--- src/core/acrb_cfg.svh ---
// Register map constants for the converter configuration bank.
// Included by the design modules, not by the package; definitions only.
`ifndef ACRB_CFG_SVH
`define ACRB_CFG_SVH

`define ACRB_OFF_INPUT_GAIN    3'h0
`define ACRB_OFF_RATE_MODE     3'h1
`define ACRB_OFF_RESULT_CHECK  3'h2
`define ACRB_OFF_EXCITATION    3'h3
`define ACRB_OFF_GENERAL_PIN   3'h4
`define ACRB_NUM_REGS          5
`define ACRB_RESET_VALUE       8'h00
`define ACRB_UNMAPPED_VALUE    8'h00

`define ACRB_SEL_MSB           7
`define ACRB_SEL_LSB           4
`define ACRB_GAIN_MSB          3
`define ACRB_GAIN_LSB          1
`define ACRB_BYPASS_BIT        0
`define ACRB_NEW_RESULT_BIT    7
`define ACRB_EXC_ZERO_BIT      1
`define ACRB_PIN_ZERO_BIT      7

`define ACRB_RW_MASK_0         8'hff
`define ACRB_RW_MASK_1         8'hff
`define ACRB_RW_MASK_2         8'h7f
`define ACRB_RW_MASK_3         8'hfd
`define ACRB_RW_MASK_4         8'h7f

`define ACRB_GAIN_MAX_BYPASS   3'h2

`endif

--- src/core/acrb_pkg.sv ---
// Types for the converter configuration bank.
// Constants live in acrb_cfg.svh.
package acrb_pkg;

	typedef enum logic [1:0] {
		ACRB_PAIR_DIFF,
		ACRB_PAIR_SINGLE,
		ACRB_PAIR_MONITOR,
		ACRB_PAIR_SHORT
	} acrb_route_type;

	typedef enum logic [1:0] {
		ACRB_ST_IDLE,
		ACRB_ST_WRITE,
		ACRB_ST_READ
	} acrb_state_type;

endpackage

--- src/core/acrb_cfg_reg.sv ---
// One 8-bit configuration register with a write mask.
// Assumes a single clock and synchronous active-high reset.
`timescale 1ns/1ps
`include "acrb_cfg.svh"

module acrb_cfg_reg #(
	parameter logic [7:0] RW_MASK = 8'hff
) (
	// Clock and reset
	input  wire logic       ref_clk,
	input  wire logic       rst,
	// Write port
	input  wire logic       wr_en,
	input  wire logic [7:0] wr_data,
	// Stored value
	output logic      [7:0] value
);

	logic [7:0] value_reg;

	always_ff @(posedge ref_clk) begin
		if (rst) begin
			value_reg <= `ACRB_RESET_VALUE;
		end else if (wr_en) begin
			value_reg <= wr_data & RW_MASK;
		end
	end

	assign value = value_reg;

endmodule

--- src/core/acrb_route_decode.sv ---
// Decodes input select, gain and bypass into analog control lines.
// Pure combinational; the caller registers the results.
`timescale 1ns/1ps
`include "acrb_cfg.svh"

module acrb_route_decode (
	// Register 0 fields
	input  wire logic                  [3:0] input_select,
	input  wire logic                  [2:0] gain_code,
	input  wire logic                        amplifier_bypass,
	// Decoded controls
	output acrb_pkg::acrb_route_type         route,
	output logic                       [1:0] pos_input,
	output logic                       [1:0] neg_input,
	output logic                             amp_enable,
	output logic                             cap_gain_used,
	output logic                             select_reserved
);

	always_comb begin
		route           = acrb_pkg::ACRB_PAIR_DIFF;
		pos_input       = 2'h0;
		neg_input       = 2'h1;
		select_reserved = 1'b0;
		case (input_select)
			4'h0: begin pos_input = 2'h0; neg_input = 2'h1; end
			4'h1: begin pos_input = 2'h0; neg_input = 2'h2; end
			4'h2: begin pos_input = 2'h0; neg_input = 2'h3; end
			4'h3: begin pos_input = 2'h1; neg_input = 2'h0; end
			4'h4: begin pos_input = 2'h1; neg_input = 2'h2; end
			4'h5: begin pos_input = 2'h1; neg_input = 2'h3; end
			4'h6: begin pos_input = 2'h2; neg_input = 2'h3; end
			4'h7: begin pos_input = 2'h3; neg_input = 2'h2; end
			4'h8, 4'h9, 4'ha, 4'hb: begin
				// Negative side goes to the analog negative supply
				route     = acrb_pkg::ACRB_PAIR_SINGLE;
				pos_input = input_select[1:0];
				neg_input = 2'h0;
			end
			4'hc, 4'hd: begin
				route     = acrb_pkg::ACRB_PAIR_MONITOR;
				pos_input = {1'b0, input_select[0]};
				neg_input = 2'h0;
			end
			4'he: begin
				route = acrb_pkg::ACRB_PAIR_SHORT;
			end
			default: begin
				// Reserved code: mid-supply short keeps the inputs safe
				route           = acrb_pkg::ACRB_PAIR_SHORT;
				select_reserved = 1'b1;
			end
		endcase
	end

	always_comb begin
		// High gains force the amplifier on; monitors always bypass it
		if (route == acrb_pkg::ACRB_PAIR_MONITOR) begin
			amp_enable = 1'b0;
		end else if (gain_code > `ACRB_GAIN_MAX_BYPASS) begin
			amp_enable = 1'b1;
		end else begin
			amp_enable = ~amplifier_bypass;
		end
		cap_gain_used = ~amp_enable;
	end

endmodule

--- src/core/acrb_bank.sv ---
// Configuration register bank of a delta-sigma converter.
// Assumes a command decoder on ref_clk delivers one-cycle read/write strobes.
//
// Summary of operation
// - Five 8-bit registers, read and written by register commands.
// - Reset loads every register with zero.
// - Power-down mode leaves register contents unchanged.
// - Input select codes 0000-0111 choose the eight differential pairs.
// - Codes 1000-1011 choose one input against the negative supply.
// - Code 1110 shorts inputs to mid-supply; 1111 is reserved.
// - Gain field bits 3:1 select gains 1 to 128.
// - Bypassed amplifier still gives gains 1, 2, 4 by capacitor stage.
// - Bit 0 of register 0 bypasses the amplifier when set.
// - Gains 8 to 128 keep the amplifier on regardless of bypass, except with monitor codes 1100-1101.
// - Reading a nonexistent register returns zero.
// - Writes to registers other than 4 reset filter, restart conversion.
// - New-result flag is read-only, set on result, cleared on data read.
`timescale 1ns/1ps
`include "acrb_cfg.svh"

module acrb_bank (
	// Clock and reset
	input  wire logic       ref_clk,
	input  wire logic       rst,
	// Register command port
	input  wire logic       read_register_command,
	input  wire logic       write_register_command,
	input  wire logic [2:0] reg_addr,
	input  wire logic [7:0] wr_data,
	// Conversion status
	input  wire logic       result_ready,
	input  wire logic       data_read,
	input  wire logic       power_down,
	// Read answer
	output logic            rd_valid,
	output logic      [7:0] rd_data,
	// Converter control
	output logic            filter_restart,
	output logic            new_result_flag,
	output logic      [3:0] input_select,
	output logic      [2:0] gain_code,
	output logic            amplifier_bypass,
	output logic            amp_enable,
	output logic            cap_gain_used,
	output logic      [1:0] pos_input,
	output logic      [1:0] neg_input,
	output acrb_pkg::acrb_route_type route,
	output logic            select_reserved,
	output logic      [7:0] rate_mode_config,
	output logic      [6:0] result_check_ctrl,
	output logic      [7:0] excitation_route_config,
	output logic      [6:0] general_pin_config,
	output logic            pin2_direction
);

	logic [7:0] reg_value [0:`ACRB_NUM_REGS-1];
	logic [`ACRB_NUM_REGS-1:0] wr_sel;
	logic       new_result_reg;
	logic       rd_valid_reg;
	logic [7:0] rd_data_reg;
	logic       restart_reg;
	logic [7:0] read_mux;
	logic                     dec_amp_enable;
	logic                     dec_cap_gain;
	logic [1:0]               dec_pos;
	logic [1:0]               dec_neg;
	acrb_pkg::acrb_route_type dec_route;
	logic                     dec_reserved;
	logic                     amp_enable_reg;
	logic                     cap_gain_reg;
	logic [1:0]               pos_reg;
	logic [1:0]               neg_reg;
	acrb_pkg::acrb_route_type route_reg;
	logic                     reserved_reg;

	localparam logic [7:0] RW_MASKS [0:`ACRB_NUM_REGS-1] = '{
		`ACRB_RW_MASK_0, `ACRB_RW_MASK_1, `ACRB_RW_MASK_2, `ACRB_RW_MASK_3, `ACRB_RW_MASK_4
	};

	// Power-down stops the analog side only; writes from the host still land
	// and nothing here clears the bank, so contents are held across it.
	genvar gi;
	generate
		for (gi = 0; gi < `ACRB_NUM_REGS; gi++) begin : g_reg
			assign wr_sel[gi] = write_register_command && (reg_addr == 3'(gi));
			acrb_cfg_reg #(
				.RW_MASK (RW_MASKS[gi])
			) u_reg (
				.ref_clk (ref_clk),
				.rst     (rst),
				.wr_en   (wr_sel[gi]),
				.wr_data (wr_data),
				.value   (reg_value[gi])
			);
		end
	endgenerate

	// Set wins over clear so a result landing during a read is not lost
	always_ff @(posedge ref_clk) begin
		if (rst) begin
			new_result_reg <= 1'b0;
		end else if (result_ready) begin
			new_result_reg <= 1'b1;
		end else if (data_read) begin
			new_result_reg <= 1'b0;
		end
	end

	always_comb begin
		case (reg_addr)
			`ACRB_OFF_INPUT_GAIN:   read_mux = reg_value[0];
			`ACRB_OFF_RATE_MODE:    read_mux = reg_value[1];
			`ACRB_OFF_RESULT_CHECK: read_mux = {new_result_reg, reg_value[2][6:0]};
			`ACRB_OFF_EXCITATION:   read_mux = reg_value[3];
			`ACRB_OFF_GENERAL_PIN:  read_mux = reg_value[4];
			default:                read_mux = `ACRB_UNMAPPED_VALUE;
		endcase
	end

	always_ff @(posedge ref_clk) begin
		if (rst) begin
			rd_valid_reg <= 1'b0;
			rd_data_reg  <= 8'h00;
		end else begin
			rd_valid_reg <= read_register_command;
			if (read_register_command) begin
				rd_data_reg <= read_mux;
			end
		end
	end

	// General pin register writes leave the filter running
	always_ff @(posedge ref_clk) begin
		if (rst) begin
			restart_reg <= 1'b0;
		end else begin
			restart_reg <= |wr_sel[`ACRB_NUM_REGS-2:0];
		end
	end

	acrb_route_decode u_decode (
		.input_select     (reg_value[0][`ACRB_SEL_MSB:`ACRB_SEL_LSB]),
		.gain_code        (reg_value[0][`ACRB_GAIN_MSB:`ACRB_GAIN_LSB]),
		.amplifier_bypass (reg_value[0][`ACRB_BYPASS_BIT]),
		.route            (dec_route),
		.pos_input        (dec_pos),
		.neg_input        (dec_neg),
		.amp_enable       (dec_amp_enable),
		.cap_gain_used    (dec_cap_gain),
		.select_reserved  (dec_reserved)
	);

	// Decoded controls registered so every output comes from a flip-flop
	always_ff @(posedge ref_clk) begin
		if (rst) begin
			amp_enable_reg <= 1'b1;
			cap_gain_reg   <= 1'b0;
			pos_reg        <= 2'h0;
			neg_reg        <= 2'h1;
			route_reg      <= acrb_pkg::ACRB_PAIR_DIFF;
			reserved_reg   <= 1'b0;
		end else begin
			amp_enable_reg <= dec_amp_enable;
			cap_gain_reg   <= dec_cap_gain;
			pos_reg        <= dec_pos;
			neg_reg        <= dec_neg;
			route_reg      <= dec_route;
			reserved_reg   <= dec_reserved;
		end
	end

	assign rd_valid                = rd_valid_reg;
	assign rd_data                 = rd_data_reg;
	assign filter_restart          = restart_reg;
	assign new_result_flag         = new_result_reg;
	assign input_select            = reg_value[0][`ACRB_SEL_MSB:`ACRB_SEL_LSB];
	assign gain_code               = reg_value[0][`ACRB_GAIN_MSB:`ACRB_GAIN_LSB];
	assign amplifier_bypass        = reg_value[0][`ACRB_BYPASS_BIT];
	assign amp_enable              = amp_enable_reg;
	assign cap_gain_used           = cap_gain_reg;
	assign pos_input               = pos_reg;
	assign neg_input               = neg_reg;
	assign route                   = route_reg;
	assign select_reserved         = reserved_reg;
	assign rate_mode_config        = reg_value[1];
	assign result_check_ctrl       = reg_value[2][6:0];
	assign excitation_route_config = reg_value[3];
	assign general_pin_config      = reg_value[4][6:0];
	assign pin2_direction          = reg_value[4][6];

endmodule

--- config.mk ---
export PLATFORM = sky130hd
export DESIGN_NAME = acrb_bank
export DESIGN_NICKNAME = d
export VERILOG_FILES = /design/src/core/acrb_pkg.sv /design/src/core/acrb_cfg_reg.sv /design/src/core/acrb_route_decode.sv /design/src/core/acrb_bank.sv
export VERILOG_INCLUDE_DIRS = /design/src /design/src/core
export SDC_FILE = /design/constraint.sdc
export NUM_CORES = 1
export LEC_CHECK = 0
export ABC_AREA = 1
export BUFFER_PORTS_ARGS = -buffer_cell sky130_fd_sc_hd__buf_2
export CORE_MARGIN = 3
export CORE_UTILIZATION = 52
export DETAILED_ROUTE_END_ITERATION = 7
export PLACE_DENSITY = 0.89
export SLEW_MARGIN = 20
export SYNTH_ARGS = -nofsm -noshare
export SYNTH_HDL_FRONTEND = slang
export SYNTH_HIERARCHICAL = 1
export SYNTH_SLANG_ARGS = --single-unit
--- constraint.sdc ---
create_clock -name ref_clk -period 2.15 [get_ports ref_clk]
set_clock_uncertainty 0.15 [all_clocks]
set_input_delay 0.43 -clock ref_clk [delete_from_list [all_inputs] [get_ports ref_clk]]
set_output_delay 0.43 -clock ref_clk [all_outputs]
set_load 0.05 [all_outputs]
==> results of run 1 <==
-- layout by cell type, fill, tap and decap left out, types with 2 or more instances in the layout --
master	n
nand2_1	95
nor2_1	90
buf_2	74
inv_1	67
dfxtp_1	57
nand3_1	31
clkbuf_8	15
a21oi_1	9
o21ai_0	8
nand4_1	8
o21bai_1	7
nand3_2	6
buf_4	6
inv_2	3
nor4_2	3
nor2_2	3
nor3_1	3
or2_2	2
nand2_2	2
conb_1	2
o21ai_1	2
-- final timing paths --
path | endpoint | slack [ps] | cells after the start
max | input_select[2] | 380 | 1
min | new_result_flag | 160 | 3
max reg2reg | neg_input[0] | 690 | 6
min reg2reg | rd_data[4] | 320 | 2
-- where the power goes --
group / internal [mW] / switching, mW
Combinational: 0.0896 / 0.276
Clock: 0.606 / 0.406
Sequential: 1.09 / 0.0301
-- per-layer routing --
layer	part of all wire	track usage
met5	0	0
met4	0.023	0.110
met1	0.43	0.296
met3	0.092	0.0680
met2	0.46	0.366
-- final cells by class --
type,instances,area [sq um]
flip-flops and latches,57,1140
clock buffers,15,206
well taps,70,87.6
repair buffers,80,415
clock inverters,1,5.00
inverters,70,263
fillers,459,1780
multi-input cells,274,1240
-- metrics by stage --
stage / setup slack, ps / area [sq um] / std cells / hold slack (ps)
after floorplan: 345 / 2800 / 419 / 397
after global placement: 373 / 3150 / 551 / 301
after detailed placement: 367 / 3150 / 551 / 310
after CTS: 371 / 3360 / 567 / 153
after global routing: 341 / 3360 / 567 / 160
final: 377 / 3360 / 567 / 159
==> impl_results.md, run 1 <==
- Final hold violation count: 0
- Critical path's top delay family: flip-flops
- Vias/cell: between 4 and 5
- Crit path from: g_reg[0].u_reg/value[6]
- Crit. End Element: output port
- HP Class: in2reg
- Starting Density: 0.544
- TritonCTS clock tree: done
- Synth warnings: 6
- Fin Setup TNS: 0 ps
- CTS Buf Count: 9
- Gate count of the mapped netlist: 419
- Layout area overhead: 20.0%
- Final WL: ~7.2 mm
- Max reg flops: 37
- Worst Hold Launch: result_ready
- Slowest CP cell: dfxtp_1
- Syn avg cell area: ~6.7 sq um
- # Max-Cap Violations: 0
- Vias: between 2000 and 3000
- DRT iter0 DRCs: 167
- Largest net degree at the start of global routing: 26
- Final Slew Violations: 0
- I/O Buffers: 74
- Tmin final: 1770 ps
- Clock slew at reported path FFs: approximately 60 ps
- CP peak stage delay: approximately 520 ps
- Root buf cell: clkbuf_8
- Maximum clock insertion buffer count: 2
- Peak supply drop: 0.522 mV
- Die Y: 79.3 microns
- Mapped Nets: around 440
- Setup bufs post-CTS: 0
- # DRC: 0
- Post-CTS Resized: 0
- Critical path fanouts, max: 10
- Buf+Inv Stages, Crit Path: 1
- ANT cells: 0
- CTS sink count: 57
- Dpl hpwl: roughly 5.1 mm
- Final period utilization: 0.825
- Grt ovf: 0
- Startpoint types: flop
- Die Wd: between 70 and 80 microns
- R2R Path Start: g_reg[0].u_reg/value[5]
- # IOs: between 70 and 80
- Static Leak: between 1.5 and 2 nW
- Initial antenna violation count: 0
- Mapped Area: about 2800 sq um
- Ratio of cells with drive above 1 in the final layout: 0.235
- Status: complete, no violations
- RSZ-0062 raised after global routing: false
- Crit-path cells: buf_2
- Cts hold-fix bufs: 0
- Total power: approximately 2.5 mW
- Gr usage total: 0.234
- Core Region: 5140 sq um
- Final core utilization: 0.653
- Detailed Routing Iterations Pass 1: 5
- Critical Path AT: 1190 ps
- Antenna-violating nets left: 0
- Power per cell area: 744 nW/um^2
- Final #Nets: 510
- # setup viols final: 0
- Peak Freq: 564 MHz
- Die area: approximately 6300 sq um
- Clock Latency Late Sink: about 340 ps
- Critical Path RT: 1570 ps
- GP Congestion: just under 0.9
- Vias in the first global route: about 2400
- First-pass GRT wire length: approximately 11 mm
- CP Class: reg2out
- FP Rows: 26
- WL per Instance: around 13 microns
- H-tree levels: 3
(Power assumes the default switching activity.)
==> run 2: changes to the inputs <==
--- a/config.mk
+++ b/config.mk
@@ -9,9 +9,9 @@
 export ABC_AREA = 1
 export BUFFER_PORTS_ARGS = -buffer_cell sky130_fd_sc_hd__buf_2
 export CORE_MARGIN = 3
-export CORE_UTILIZATION = 52
+export CORE_UTILIZATION = 47
 export DETAILED_ROUTE_END_ITERATION = 7
-export PLACE_DENSITY = 0.89
+export PLACE_DENSITY = 0.86
 export SLEW_MARGIN = 20
 export SYNTH_ARGS = -nofsm -noshare
 export SYNTH_HDL_FRONTEND = slang
==> constraint.sdc (replaced) <==
create_clock -name ref_clk -period 1.5 [get_ports ref_clk]
set_clock_uncertainty 0.15 [all_clocks]
set_input_delay 0.3 -clock ref_clk [delete_from_list [all_inputs] [get_ports ref_clk]]
set_output_delay 0.3 -clock ref_clk [all_outputs]
set_load 0.05 [all_outputs]
==> impl_results.md, run 2 (synthesis gave the netlist of run 1 again) <==
- Root buf cell: clkbuf_8 (unchanged)
- CTS Buf Count: 9 (unchanged)
- Seq pwr share: 0.471 (was 0.449)
- Internal: 2.40 mW (was 1.79 mW)
- I/O Buffers: 74 (unchanged)
- Vias/cell: 4.84 (was 4.99)
- GP Congestion: 0.907 (was 0.878)
- # IOs: 77 (unchanged)
- Filler cells: 515 (was 459)
- Die area: 6910 sq um (was 6290 sq um)
- Max reg flops: 37 (unchanged)
- ANT cells: 0 (unchanged)
- Vias: 2796 (was 2829)
- Cts hold-fix bufs: 0 (unchanged)
- # setup viols final: 0 (unchanged)
- Fin worst setup slack: 14.8 ps (was 377 ps)
- Slowest CP cell: dfxtp_1 (unchanged)
- Vias in the first global route: 2523 (was 2413)
- WL per Instance: 12.7 microns (about the same)
- Total power: 3.41 mW (was 2.50 mW)
- Crit. End Element: output port (unchanged)
- Critical path fanouts, max: 4 (was 10)
- Status: complete, no violations (unchanged)
- Layout area overhead: 22.9% (was 20.0%)
- Final hold violation count: 0 (unchanged)
- Peak supply drop: 0.757 mV (was 0.522 mV)
- Antenna-violating nets left: 0 (unchanged)
- Clk pwr share: 0.368 (was 0.405)
- Final Slew Violations: 0 (unchanged)
- Die Y: 83.1 microns (was 79.3 microns)
- Core Region: 5640 sq um (was 5140 sq um)
- Ratio of cells with drive above 1 in the final layout: 0.253 (was 0.235)
- Pre-CTS WS: -3.57 ps (was 367 ps)
- Commonest non-fill, non-tap cell in the layout: nand2_1 (unchanged)
- First-pass GRT wire length: 12.0 mm (was 11.3 mm)
- NetSw: 1.02 mW (was 712 uW)
- Final WL: 7.34 mm (was 7.19 mm)
- Buf+Inv Stages, Crit Path: 1 (unchanged)
- Final #Nets: 519 (was 510)
- Final core utilization: 0.609 (was 0.653)
- Grt ovf: 0 (unchanged)
- CP peak stage delay: 430 ps (was 520 ps)
- Clock slew at reported path FFs: 60 ps (about the same)
- Starting Density: 0.496 (was 0.544)
- Crit-path cells: clkbuf_4 (was buf_2)
- Final period utilization: 0.990
- Detailed Routing Iterations Pass 1: 4 (was 5)
- Critical Path RT: 1050 ps (was 1570 ps)
- Die Wd: 83.1 microns (was 79.3 microns)
- Clock Latency Late Sink: 330 ps (was 340 ps)
- Critical Path AT: 1040 ps (was 1190 ps)
- Maximum clock insertion buffer count: 2 (unchanged)
- Largest net degree at the start of global routing: 17 (was 26)
- Power per cell area: 993 nW/um^2 (was 744 nW/um^2)
- Static Leak: 1.79 nW (was 1.77 nW)
- CP Class: reg2out (unchanged)
- Comb power frac: 0.161 (was 0.146)
- # DRC: 0 (unchanged)
- H-tree levels: 3 (unchanged)
- Tmin final: 1490 ps
- Peak Freq: 673 MHz
- Initial antenna violation count: 0 (unchanged)
- RSZ-0062 raised after global routing: true (was false)
- Gr usage total: 0.218 (was 0.234)
- Most frequent cells in the layout: nand2_1 (95), nor2_1 (90), inv_1 (67) (was nand2_1 (95), nor2_1 (90), buf_2 (74))
- DRT iter0 DRCs: 165 (was 167)
- TritonCTS clock tree: done (unchanged)
- Switch share: 0.297 (was 0.285)
- Critical path's top delay family: flip-flops (unchanged)
- Dpl hpwl: 5.40 mm (was 5.05 mm)
- FP Rows: 27 (was 26)
- CTS sink count: 57 (unchanged)
- HP Class: in2reg (unchanged)
- # Max-Cap Violations: 0 (unchanged)
- Startpoint types: flop (unchanged)
[run 2: cell types whose count changed in the layout (fill, tap and decap cells not counted)]
cell      change
clkbuf_4      +9
clkbuf_1      +2
buf_12        +1
buf_4        +11
clkinv_2      +2
dfxtp_1       -4
buf_2        -12
dfxtp_2       +4
clkbuf_8      -4
[run 2: layout make-up]
class,instances,area [sq um],area share
timing repair buffer,89,526,0.153
clock inverter,3,15.0,0.00437
tap,72,90.1,0.0262
inverter,70,263,0.0764
clock buffer,13,159,0.0462
sequential,57,1150,0.333
multi-input combinational,274,1240,0.360
[run 2: layer usage]
metal | up-vias | part of all wire | GRT usage | wire length, microns
li1 | 1431 | - | - | -
met1 | 1247 | 0.43 | 0.279 | 3170
met5 | - | 0 | 0 | 0
met3 | 12 | 0.081 | 0.0635 | 594
met4 | 0 | 0.023 | 0.104 | 169
met2 | 106 | 0.46 | 0.336 | 3400
[run 2: power groups by stage]
stage	clock network, mW	registers, mW	logic, mW
2_1_floorplan	0	1.80	0.234
3_3_place_gp	0	1.64	0.530
3_5_place_dp	0	1.64	0.540
4_1_cts	1.28	1.61	0.544
5_1_grt	1.36	1.61	0.597
6_report	1.26	1.61	0.549
[run 2: per-stage QoR]
stage	area [sq um]	hold WS [ps]	setup TNS, ps	cells
floorplan	2810	267	0	419
global placement	3230	302	0	562
detailed placement	3230	304	-6.86	562
CTS	3410	43.4	-52.3	578
global route	3440	54.1	-67.0	578
finish	3440	48.1	0	578
[run 2: path summary, 6_finish.rpt]
path,from,end,slack (ps),depth (start not counted)
setup reg to reg,g_reg[0].u_reg/value[5],neg_input[0],190,6
setup / recovery,g_reg[4].u_reg/value[6],general_pin_config[6],10,1
hold / removal,result_ready,new_result_flag,50,3
hold reg to reg,rd_data[7],rd_data[7],310,2
[run 2: worst register-to-register path: stages, from the launching register on]
cell,delay [ps]
dfxtp_2,420
nand2_1,120
nand2_1,80
nand2_1,60
nand2_1,60
nor2_1,40
or2_2,260
[run 2: timing repair]
action	in CTS	in global routing
buffers inserted	0	0
cloned	0	0
gates resized for setup	3	9
endpoints found under the hold margin	0	0
pin swaps	0	0
setup endpoints to repair	5	9
==> run 3: changes to the inputs <==
--- a/config.mk
+++ b/config.mk
@@ -7,12 +7,12 @@
 export NUM_CORES = 1
 export LEC_CHECK = 0
 export ABC_AREA = 1
+export ABC_CLOCK_PERIOD_IN_PS = 1300
 export BUFFER_PORTS_ARGS = -buffer_cell sky130_fd_sc_hd__buf_2
 export CORE_MARGIN = 3
 export CORE_UTILIZATION = 47
 export DETAILED_ROUTE_END_ITERATION = 7
 export PLACE_DENSITY = 0.86
-export SLEW_MARGIN = 20
 export SYNTH_ARGS = -nofsm -noshare
 export SYNTH_HDL_FRONTEND = slang
 export SYNTH_HIERARCHICAL = 1
==> constraint.sdc (replaced) <==
create_clock -name ref_clk -period 1.3 [get_ports ref_clk]
set_clock_uncertainty 0.15 [all_clocks]
set_input_delay 0.26 -clock ref_clk [delete_from_list [all_inputs] [get_ports ref_clk]]
set_output_delay 0.26 -clock ref_clk [all_outputs]
set_load 0.05 [all_outputs]
==> impl_results.md, run 3 (synthesis gave the netlist of run 1 again) <==
- Grt ovf: 0 (unchanged)
- Tmin final: ~1300 ps
- Final #Nets: 533 (was 519)
- Critical Path AT: 900 ps (was 1040 ps)
- HP Class: in2reg (unchanged)
- Detailed Routing Iterations Pass 1: 5 (was 4)
- Root buf cell: clkbuf_8 (unchanged)
- Peak Freq: about 760 MHz
- Critical Path RT: 890 ps (was 1050 ps)
- Final Slew Violations: 0 (unchanged)
- Antenna-violating nets left: 0 (unchanged)
- FP Rows: 27 (unchanged)
- Maximum clock insertion buffer count: 2 (unchanged)
- Final hold violation count: 0 (unchanged)
- WL per Instance: 14.2 microns (was 12.7 microns)
- Buf+Inv Stages, Crit Path: 1 (unchanged)
- Die Y: 83.1 microns (unchanged)
- Vias: 3008 (was 2796)
- Initial antenna violation count: 0 (unchanged)
- Final hold slack: 32.2 ps (was 48.1 ps)
- Vias in the first global route: 2836 (was 2523)
- Clock slew at reported path FFs: 70 ps (was 60 ps)
- Die area: 6910 sq um (unchanged)
- Fin worst setup slack: -10.9 ps (was 14.8 ps)
- I/O Buffers: 74 (unchanged)
- Gr usage total: 0.246 (was 0.218)
- Pre-CTS WS: -253 ps (was -3.57 ps)
- ANT cells: 0 (unchanged)
- Cells on worst reg2reg path: 4 (was 6)
- GP Congestion: 0.883 (was 0.907)
- # Max-Cap Violations: 0 (unchanged)
- # IOs: 77 (unchanged)
- Crit-path cells: buf_8 (was clkbuf_4)
- H-tree levels: 3 (unchanged)
- Area after DPL: 3320 sq um (was 3230 sq um)
- Slowest CP cell: dfxtp_4 (was dfxtp_1)
- Clock Latency Late Sink: 340 ps (was 330 ps)
- RSZ-0062 raised after global routing: true (unchanged)
- DRT iter0 DRCs: 264 (was 165)
- CTS Buf Count: 9 (unchanged)
- CP Class: reg2out (unchanged)
- Starting Density: 0.496 (unchanged)
- Worst path depth: 1 (unchanged)
- # setup viols final: 4 (was 0)
- Die Wd: 83.1 microns (unchanged)
- TritonCTS clock tree: done (unchanged)
- Dpl hpwl: 5.45 mm (was 5.40 mm)
- CP peak stage delay: 410 ps (was 430 ps)
- # DRC: 0 (unchanged)
- Critical path's top delay family: flip-flops (unchanged)
- Final period utilization: 1.01
- Max reg flops: 37 (unchanged)
- Hold Crit Depth: 3 (unchanged)
- Core Region: 5640 sq um (unchanged)
- First-pass GRT wire length: 13.6 mm (was 12.0 mm)
- Crit. End Element: output port (unchanged)
- Design Area, Final: 4160 sq um (was 3440 sq um)
- CTS sink count: 57 (unchanged)
- Most frequent cells in the layout: nand2_1 (91), nor2_1 (88), inv_1 (65) (was nand2_1 (95), nor2_1 (90), inv_1 (67))
- Layout area overhead: 48.8% (was 22.9%)
- Final WL: 8.41 mm (was 7.34 mm)
- Startpoint types: flop (unchanged)
- Total power: 4.75 mW (was 3.41 mW)
- Commonest non-fill, non-tap cell in the layout: nand2_1 (unchanged)
- Static Leak: 2.01 nW (was 1.79 nW)
- Power per cell area: 1140 nW/um^2 (was 993 nW/um^2)
- Ratio of cells with drive above 1 in the final layout: 0.362 (was 0.253)
- Failing checks: negative setup slack
- Peak supply drop: 0.726 mV (was 0.757 mV)
- Status: finished, violations left (was complete, no violations)
- Largest net degree at the start of global routing: 17 (unchanged)
- Vias/cell: 5.08 (was 4.84)
- Final core utilization: 0.737 (was 0.609)
- Critical path fanouts, max: 6 (was 4)
[run 3: cell count changes in the layout (fill, tap and decap cells not counted), sizes merged]
cell	delta
buf	+20
bufinv	+2
clkbuf	-7
clkinv	-2
dlygate4sd3	+1
[run 3: layout make-up]
type / count / area, sq um
inverters: 70 / 280
well taps: 72 / 90.1
clock buffers: 13 / 201
flip-flops and latches: 57 / 1230
repair buffers: 103 / 1010
multi-input cells: 274 / 1280
fillers: 402 / 1480
clock inverters: 3 / 65.1
[run 3: routing by layer]
metal  global-route usage  part of all wire  wire length, microns
met1                0.310              0.42                  3510
met4                0.120             0.032                   273
met3               0.0556             0.067                   567
met5                    0                 0                     0
met2                0.395              0.48                  4060
[run 3: through the flow]
stage	setup TNS, ps	instances
2_1_floorplan	-88.8	419
3_3_place_gp	-6730	565
3_5_place_dp	-7580	565
4_1_cts	-5.22	590
5_1_grt	-155	592
6_report	-37.0	592
[run 3: what timing repair did]
item | in CTS | in global routing
endpoints found under the hold margin | 1 | 0
pin swaps | 0 | 7
cloned | 0 | 0
endpoints found under the setup margin | 58 | 34
resized for setup | 142 | 39
setup buffers | 8 | 2
hold buffers | 1 | 0
[run 3: where the power goes]
group | total, mW | leakage (nW) | switching [mW] | internal, mW
combinational | 0.762 | 1.38 | 0.491 | 0.271
clock | 2.14 | 0.136 | 0.724 | 1.41
sequential | 1.85 | 0.487 | 0.0651 | 1.79
total | 4.75 | 2.01 | 1.28 | 3.47
[run 3: final timing paths]
check                                        startpoint               to  slack, ps
worst min register to register               rd_data[0]       rd_data[0]        330
worst min-delay path              read_register_command       rd_data[6]         30
worst max register to register  g_reg[0].u_reg/value[3]       amp_enable         40
worst max-delay path            g_reg[0].u_reg/value[5]  input_select[1]        -10
